===== config.mk =====
export PLATFORM = sky130hd
export DESIGN_NAME = phy_startup_seq_flat
export DESIGN_NICKNAME = d
export VERILOG_FILES = /design/src/hdl/startup_pkg.sv /design/src/hdl/ulpi_start_if.sv /design/src/hdl/phy_startup_seq.sv /design/src/flat_wrapper.sv
export SDC_FILE = /design/constraint.sdc
export NUM_CORES = 1
export LEC_CHECK = 0
export BUFFER_PORTS_ARGS = -buffer_cell sky130_fd_sc_hd__buf_2
export CAP_MARGIN = 25
export CORE_ASPECT_RATIO = 0.7
export CORE_MARGIN = 3
export CORE_UTILIZATION = 49
export CTS_CLUSTER_DIAMETER = 40
export DETAILED_ROUTE_END_ITERATION = 10
export GPL_TIMING_DRIVEN = 0
export PLACE_DENSITY_LB_ADDON = 0.12
export SKIP_CTS_REPAIR_TIMING = 1
export SLEW_MARGIN = 20
export SYNTH_ARGS = -nofsm -noshare
export SYNTH_HDL_FRONTEND = slang
export SYNTH_SLANG_ARGS = --single-unit

===== constraint.sdc =====
create_clock -name CLK -period 2.89 [get_ports CLK]
set_input_delay 0.7225 -clock CLK [delete_from_list [all_inputs] [get_ports CLK]]
set_output_delay 0.7225 -clock CLK [all_outputs]
set_load 0.05 [all_outputs]

===== src/hdl/startup_pkg.sv =====
// Constants shared by the transceiver start-up sequencer and its link partner.
// Assumes a single 200 MHz clock; slower rates are enable pulses.
// What this block does
// Hold DIR until PLL lock
// Reference clock rising edges only
// ULPI clock derived from reference via PLL
// Late reference clock delays start equally
// Reset pin low blocks start-up
// Link stops reference after last write
// STP wakes device from low power
// Link restarts reference with STP
// Lost reference drops PLL lock, minimum frequency
// Two-bit regulator level in UART mode
// Run only when POR and pin high
// Reset pin low 1 us resets state, DIR and level
// Registers default on core supply power-up
// Link always drives reset pin
// Link holds reset until supply stable
// No USB supply: register access only
// Synchronous mode after power-on
// Idle data and DIR high until lock
// DIR stays high while STP high
// Link drives idle after DIR falls
// Reset release needs no clock alignment
// Host link sets auto-resume enable
// Synchronise reset release before sequencing
package startup_pkg;
	localparam int CLK_MHZ = 200;
	localparam int RESET_MIN_NS = 1000;
	// Least time rounds up
	localparam int RESET_MIN_CYC = (RESET_MIN_NS * CLK_MHZ + 999) / 1000;
	localparam int LOCK_EDGES = 64; // Reference edges counted before lock is declared
	localparam int REF_LOSS_CYC = 64; // Clock cycles without a reference edge = lost
	localparam int MIN_DIV = 8; // ULPI clock toggle divider when unlocked
	localparam int RUN_DIV = 2; // ULPI clock toggle divider when locked
	localparam logic [7:0] ULPI_IDLE = 8'h00;
	localparam logic [1:0] REG_LEVEL_RST = 2'h0;
	typedef enum {ST_RESET, ST_LOCK, ST_STPWAIT, ST_RUN, ST_LOWPWR} seq_state_e;
endpackage


===== src/hdl/ulpi_start_if.sv =====
// Link-side pins between the transceiver sequencer and its link controller.
// Assumes both ends share the testbench clock; data bus is split into in/out/enable.
`timescale 1ns/1ps
interface ulpi_start_if;
	logic reset_pin_n;
	logic reference_clock_input;
	logic stp;
	logic dir;
	logic ulpi_clock_output;
	logic [7:0] data_phy;
	logic data_phy_oe;
	logic [7:0] data_link;
	logic data_link_oe;
	modport phy (input reset_pin_n, reference_clock_input, stp, data_link, data_link_oe,
		output dir, ulpi_clock_output, data_phy, data_phy_oe);
	modport link (output reset_pin_n, reference_clock_input, stp, data_link, data_link_oe,
		input dir, ulpi_clock_output, data_phy, data_phy_oe);
endinterface


===== src/hdl/phy_startup_seq.sv =====
// Transceiver-end start-up, reset and reference-clock sequencer.
// Assumes pins are asynchronous to CLK and pass two flip-flops before use.
`timescale 1ns/1ps
module phy_startup_seq (
	input wire logic CLK,
	input wire logic RST,
	ulpi_start_if.phy PINS,
	input wire logic POR_OK,
	input wire logic USB_SUPPLY_OK,
	input wire logic LOWPWR_REQ,
	input wire logic UART_MODE,
	input wire logic [1:0] UART_REGULATOR_LEVEL_IN,
	output logic RUNNING,
	output logic FULL_USB,
	output logic PLL_LOCKED,
	output logic [1:0] REGULATOR_LEVEL
);
	import startup_pkg::*;

	// Two-flop synchronisers for reset pin, reference clock and STP
	logic [1:0] rst_s_q, ref_s_q, stp_s_q;
	always_ff @(posedge CLK) begin
		rst_s_q <= {rst_s_q[0], PINS.reset_pin_n};
		ref_s_q <= {ref_s_q[0], PINS.reference_clock_input};
		stp_s_q <= {stp_s_q[0], PINS.stp};
	end
	wire rst_pin = rst_s_q[1];
	wire stp = stp_s_q[1];

	// Sequencer, reference watch, divider, regulator and status state
	seq_state_e st_q, st_d;
	logic ref_rise;
	logic ref_last_q, ref_last_d;
	logic [6:0] loss_q, loss_d;
	logic [3:0] div_q, div_d;
	logic clk_out_q, clk_out_d;
	logic [6:0] lock_q, lock_d;
	logic dir_q, dir_d;
	logic [1:0] lvl_q, lvl_d;
	logic ready_q, ready_d;
	logic full_q, full_d;
	logic locked_q, locked_d;

	// Only rising reference edges count; the falling edge carries no timing
	assign ref_rise = ref_s_q[1] & ~ref_last_q;

	// Edge history and loss timer; the timer saturates so it never wraps
	always_comb begin
		ref_last_d = ref_s_q[1];
		if (ref_rise)
			loss_d = 7'h00;
		else if (loss_q == 7'(REF_LOSS_CYC))
			loss_d = loss_q;
		else
			loss_d = loss_q + 7'h01;
	end

	// Reference watch registers
	always_ff @(posedge CLK) begin
		if (RST) begin
			ref_last_q <= 1'b0;
			loss_q <= 7'h00;
		end else begin
			ref_last_q <= ref_last_d;
			loss_q <= loss_d;
		end
	end

	// ULPI clock divider; an unlocked PLL still toggles, only at its minimum rate
	always_comb begin
		logic [3:0] top;
		top = 4'((st_q == ST_RUN || st_q == ST_STPWAIT) ? RUN_DIV - 1 : MIN_DIV - 1);
		div_d = div_q + 4'h1;
		clk_out_d = clk_out_q;
		// Compare with >= so a lower limit after lock never strands the count
		if (div_q >= top) begin
			div_d = 4'h0;
			clk_out_d = ~clk_out_q;
		end
	end

	// Divider registers
	always_ff @(posedge CLK) begin
		if (RST) begin
			div_q <= 4'h0;
			clk_out_q <= 1'b0;
		end else begin
			div_q <= div_d;
			clk_out_q <= clk_out_d;
		end
	end

	// Regulator level follows the input only in UART mode once running
	always_comb begin
		lvl_d = lvl_q;
		// Reset wins over a UART update in the same cycle
		if (!rst_pin || !POR_OK)
			lvl_d = REG_LEVEL_RST;
		else if (UART_MODE && ready_q)
			lvl_d = UART_REGULATOR_LEVEL_IN;
	end

	// Regulator level register; a power-up returns it to its default
	always_ff @(posedge CLK) begin
		if (RST)
			lvl_q <= REG_LEVEL_RST;
		else
			lvl_q <= lvl_d;
	end

	// Sequencer next state; DIR is a register, so it moves one cycle after a decision
	always_comb begin
		st_d = st_q;
		lock_d = lock_q;
		dir_d = dir_q;
		ready_d = ready_q;
		unique case (st_q)
			// Waiting for the pin and POR; DIR stays low
			ST_RESET: begin
				dir_d = 1'b0;
				lock_d = 7'h00;
				if (POR_OK && rst_pin) begin
					st_d = ST_LOCK;
					dir_d = 1'b1;
				end
			end
			// Lock counts reference edges, so a late reference delays start equally
			ST_LOCK: begin
				if (ref_rise)
					lock_d = lock_q + 7'h01;
				if (lock_q == 7'(LOCK_EDGES))
					st_d = ST_STPWAIT;
			end
			// Locked; DIR waits for the link to let go of STP
			ST_STPWAIT: begin
				if (!stp) begin
					st_d = ST_RUN;
					dir_d = 1'b0;
					ready_d = 1'b1;
				end
			end
			// Normal operation until low power is requested
			ST_RUN: begin
				if (LOWPWR_REQ)
					st_d = ST_LOWPWR;
			end
			// Only STP brings the device back, and the PLL must relock first
			ST_LOWPWR: begin
				if (stp) begin
					st_d = ST_LOCK;
					lock_d = 7'h00;
					dir_d = 1'b1;
				end
			end
		endcase
		// Lost reference drops lock in ST_STPWAIT or ST_RUN; DIR is left as it was
		if ((st_q == ST_RUN || st_q == ST_STPWAIT) && loss_q == 7'(REF_LOSS_CYC)) begin
			st_d = ST_LOCK;
			lock_d = 7'h00;
		end
		// Pin or POR low forces ST_RESET and drops DIR and RUNNING regardless of state
		if (!rst_pin || !POR_OK) begin
			st_d = ST_RESET;
			dir_d = 1'b0;
			ready_d = 1'b0;
		end
	end

	// State registers; RST models core supply power-up
	always_ff @(posedge CLK) begin
		if (RST) begin
			st_q <= ST_RESET;
			lock_q <= 7'h00;
			dir_q <= 1'b0;
			ready_q <= 1'b0;
		end else begin
			st_q <= st_d;
			lock_q <= lock_d;
			dir_q <= dir_d;
			ready_q <= ready_d;
		end
	end

	// Full USB only with USB supply; otherwise register access only
	always_comb begin
		// Taken from next values so the flags line up with the state
		full_d = ready_d && USB_SUPPLY_OK;
		locked_d = (st_d == ST_STPWAIT) || (st_d == ST_RUN);
	end

	// Status flags registered so every output leaves from a flip-flop
	always_ff @(posedge CLK) begin
		if (RST) begin
			full_q <= 1'b0;
			locked_q <= 1'b0;
		end else begin
			full_q <= full_d;
			locked_q <= locked_d;
		end
	end

	// Data bus driven idle whenever DIR is high
	// Link-facing pins and status outputs all come from registers
	assign PINS.dir = dir_q;
	assign PINS.data_phy = ULPI_IDLE;
	assign PINS.data_phy_oe = dir_q;
	assign PINS.ulpi_clock_output = clk_out_q;
	assign RUNNING = ready_q;
	assign FULL_USB = full_q;
	assign PLL_LOCKED = locked_q;
	assign REGULATOR_LEVEL = lvl_q;
endmodule


===== src/flat_wrapper.sv =====
// flat-port wrapper written by rule: the top's interface ports become plain ports
module phy_startup_seq_flat import startup_pkg::*;
  (CLK, RST, POR_OK, USB_SUPPLY_OK, LOWPWR_REQ, UART_MODE, UART_REGULATOR_LEVEL_IN, RUNNING, FULL_USB, PLL_LOCKED, REGULATOR_LEVEL, PINS_reset_pin_n, PINS_reference_clock_input, PINS_stp, PINS_data_link, PINS_data_link_oe, PINS_dir, PINS_ulpi_clock_output, PINS_data_phy, PINS_data_phy_oe);
  ulpi_start_if PINS_i ();
  input wire logic CLK;
  input wire logic RST;
  input wire logic POR_OK;
  input wire logic USB_SUPPLY_OK;
  input wire logic LOWPWR_REQ;
  input wire logic UART_MODE;
  input wire logic [1:0] UART_REGULATOR_LEVEL_IN;
  output logic RUNNING;
  output logic FULL_USB;
  output logic PLL_LOCKED;
  output logic [1:0] REGULATOR_LEVEL;
  input wire logic [$bits(PINS_i.reset_pin_n)-1:0] PINS_reset_pin_n;
  input wire logic [$bits(PINS_i.reference_clock_input)-1:0] PINS_reference_clock_input;
  input wire logic [$bits(PINS_i.stp)-1:0] PINS_stp;
  input wire logic [$bits(PINS_i.data_link)-1:0] PINS_data_link;
  input wire logic [$bits(PINS_i.data_link_oe)-1:0] PINS_data_link_oe;
  output wire logic [$bits(PINS_i.dir)-1:0] PINS_dir;
  output wire logic [$bits(PINS_i.ulpi_clock_output)-1:0] PINS_ulpi_clock_output;
  output wire logic [$bits(PINS_i.data_phy)-1:0] PINS_data_phy;
  output wire logic [$bits(PINS_i.data_phy_oe)-1:0] PINS_data_phy_oe;
  assign PINS_i.reset_pin_n = PINS_reset_pin_n;
  assign PINS_i.reference_clock_input = PINS_reference_clock_input;
  assign PINS_i.stp = PINS_stp;
  assign PINS_i.data_link = PINS_data_link;
  assign PINS_i.data_link_oe = PINS_data_link_oe;
  assign PINS_dir = PINS_i.dir;
  assign PINS_ulpi_clock_output = PINS_i.ulpi_clock_output;
  assign PINS_data_phy = PINS_i.data_phy;
  assign PINS_data_phy_oe = PINS_i.data_phy_oe;
  phy_startup_seq u_core (.CLK(CLK), .RST(RST), .PINS(PINS_i), .POR_OK(POR_OK), .USB_SUPPLY_OK(USB_SUPPLY_OK), .LOWPWR_REQ(LOWPWR_REQ), .UART_MODE(UART_MODE), .UART_REGULATOR_LEVEL_IN(UART_REGULATOR_LEVEL_IN), .RUNNING(RUNNING), .FULL_USB(FULL_USB), .PLL_LOCKED(PLL_LOCKED), .REGULATOR_LEVEL(REGULATOR_LEVEL));
endmodule

==> flow_summary.toml <==
[outcome]
outcome = "complete, no violations"

[route]
routed-via-count = 1604
wl_per_cell_um = 11.08
ant_nets = 0
drt_iter0_markers = 105
drt_pass1_iterations = 4
vias_per_cell = 4.676
wl_mm = 3.802
drc = 0

[flow_run]
drv.max_cap_violation_count = 0

[setup_path]
path_delay_family = "simple AND/OR/NAND/NOR gates"
slowest_stage = "or4_4"
startpoint_type = "register"
crit_chain = "or4_4 -> or3_1 -> nor3_4 -> ha_1 -> a21o_1 -> a211o_1 -> or2_2 -> nor2_1"
worst_ep_arrival_time_ns = 3.02
worstPathMaxFanout = 4
r2r-start = "u_core.st_q[4]"
cp.required_ns = 3.18
end_kind = "register"
setup.worst_path.class = "reg2reg"
rr_worst_depth = 8
slowest_delay_ns = 0.54
path_buf_inv = 0
rrSetupSlack_ns = 0.16
reg2reg_to = "u_core.div_q[2]"

[power]
vdd_drop_max_v = 0.0005304
cellPowerDensity_nw_per_um2 = 640.7
leakage_nw = 1.185

[hold_path]
hold_start = "u_core.stp_s_q[0]"
hold_class = "reg2reg"
hold_depth = 0
hold_path_end = "u_core.stp_s_q[1]"

[die]
core_region_area_um2 = 4404
die_w_um = 87.37
ioPinCount = 36
initial_core_util_pct = 51.56
die_area_um2 = 5501
die_h_um = 62.96
row_count = 20

[synthesis]
ys.flop_type = "dfxtp_1"
synthTopCellsByArea = "dfxtp_1, ha_1, a21oi_1"
synth.avg_cell_area_um2 = 10.42
ys_seq_area_share_pct = 56.42
synth.most_common_cell = "dfxtp_1"
synth-seq-cells = 64
synthTopCellsByCount = "dfxtp_1, nor2_1, a21oi_1, nand2_1, nand3_1"
synthCells = 218
synth_edf_count = 0
synth_area_um2 = 2271
yosysWarnings = 0
async_reset_ff_share_pct = 0
yosysTopAreaCell = "dfxtp_1"
synth_top_area_share_pct = 56.42
ys_types = 39

[grt]
grt_pass1_wl_mm = 6.575
first_global_vias = 1441
grt_usage_pct = 15.98
grt_max_degree = 14
antenna_found_initial = 0
grt-ovfl-total = 0

[placed_design]
io_buffers = 18
dp_hpwl_mm = 2.745
place_congestion = 0.8304

[clock_network]
clk_latency_ns = 0.35
cts.sinks = 64
clkTransAtPathRegs_ns = 0.08
cts_buffer_depth = 2
cts_tree = "done"
cts_buffers = 9
h-tree-depth = 3
ctsRootBufferMaster = "clkbuf_8"

[sta]
rsz0062_at_grt = "false"
finalSetupTns_ns = 0
clock.fmax_ghz = 0.3657
hold_violations = 0
slew_headroom_pct = 48.80
fin_crit_sh_pct = 94.62
slew_violations = 0
worst_hold_slack_ns = 0.3312
tightest_slew_ns = 0.7609
period_needed_ns = 2.735
finalSetupViolations = 0
clock_skew_ns = 0.008025

[final_layout]
area_growth_pct = 22.37
drive_above_1_share_pct = 19.10
diodes = 0
finalNetCount = 310
final_util_pct = 63.10
[placed cells by master (no fill, tap or decap), types with 3 or more instances in the layout]
master,synthesis,layout
nor2_1,16,16
buf_2,0,18
a21oi_1,14,14
inv_1,9,9
clkbuf_8,0,9
nand4_1,3,3
o21ai_1,5,5
nand2b_1,5,5
xor2_1,4,4
xnor2_1,6,6
nand4b_1,3,3
clkinvlp_4,0,3
nand3_1,12,12
conb_1,1,37
a31o_2,3,3
buf_4,9,9
nand2_1,14,14
and3_1,4,4
nor3_1,5,4
ha_1,7,7
or3_1,4,4
nor4_1,6,6
dfxtp_1,64,64
[per-layer routing]
layer | vias to the layer above | part of all wire, % | routed length [um] | track usage [%]
met5 | - | 0 | 0 | 0
met2 | 41 | 42 | 1598 | 21.43
met1 | 700 | 49 | 1865 | 20.97
met4 | 0 | 1.9 | 72 | 9.770
met3 | 8 | 7.0 | 266 | 6.719
li1 | 855 | - | - | -
[final cells by class]
class | instances | area, um2
plain buffers | 11 | 82.58
inverters | 9 | 33.78
multi-input cells | 170 | 1020
fillers | 379 | 1625
well taps | 55 | 68.82
repair buffers | 18 | 90.09
flip-flops and latches | 64 | 1281
clock inverters | 7 | 78.83
clock buffers | 9 | 123.9
[state kept, by name (all words and copies together) (netlist names)]
name and count:
u_core.REGULATOR_LEVEL 2, u_core.RUNNING 1, u_core.st_q 32, u_core.rst_s_q 2
u_core.ref_last_q 1, u_core.PINS.data_phy_oe 1, u_core.PINS.ulpi_clock_output 1, u_core.div_q 4
u_core.lock_q 7, u_core.FULL_USB 1, u_core.stp_s_q 2, u_core.loss_q 7
u_core.PLL_LOCKED 1, u_core.ref_s_q 2
[per-stage QoR]
| stage | instances | setup slack [ns] | power [mW] | cell area (um2) |
|---|---|---|---|---|
| 2_1_floorplan | 254 | 0.1683 | 1.014 | 2406 |
| 3_3_place_gp | 327 | -0.05800 | 1.032 | 2565 |
| 3_5_place_dp | 327 | -0.1266 | 1.034 | 2565 |
| 4_1_cts | 343 | -0.1401 | 1.805 | 2768 |
| 5_1_grt | 343 | 0.008159 | 1.858 | 2779 |
| 6_report | 343 | 0.1554 | 1.781 | 2779 |
[cell families (layout without fill, tap and decap cells)]
kind of cell | count (synthesis) | count (layout) | synth area share (%)
flops | 64 | 64 | 56.42
fa+ha+maj | 7 | 7 | 3.857
other cells | 1 | 37 | 0.1651
xor+xnor | 10 | 10 | 3.857
buf+inv | 20 | 54 | 5.123
simple gates | 85 | 85 | 22.20
compound gates | 31 | 31 | 8.375
[how the worst max path moves through the flow]
stage / start / to / slack [ns] / cells after the start
CTS: u_core.st_q[4] / u_core.div_q[2] / -0.14 / 8
global route: u_core.st_q[4] / u_core.div_q[0] / 0.008 / 8
finish: u_core.st_q[4] / u_core.div_q[2] / 0.16 / 8
global placement: u_core.st_q[4] / u_core.div_q[2] / -0.06 / 8
floorplan: u_core.st_q[4] / u_core.div_q[2] / 0.17 / 8
detailed placement: u_core.st_q[4] / u_core.div_q[3] / -0.13 / 8
[power by group]
part / leakage (nW) / total, mW / switching, mW / internal (mW)
clock: 0.0925 / 0.766 / 0.362 / 0.405
combinational: 0.563 / 0.0818 / 0.0518 / 0.0300
sequential: 0.530 / 0.932 / 0.0169 / 0.916
No activity file was read; power rests on OpenSTA's default activity.
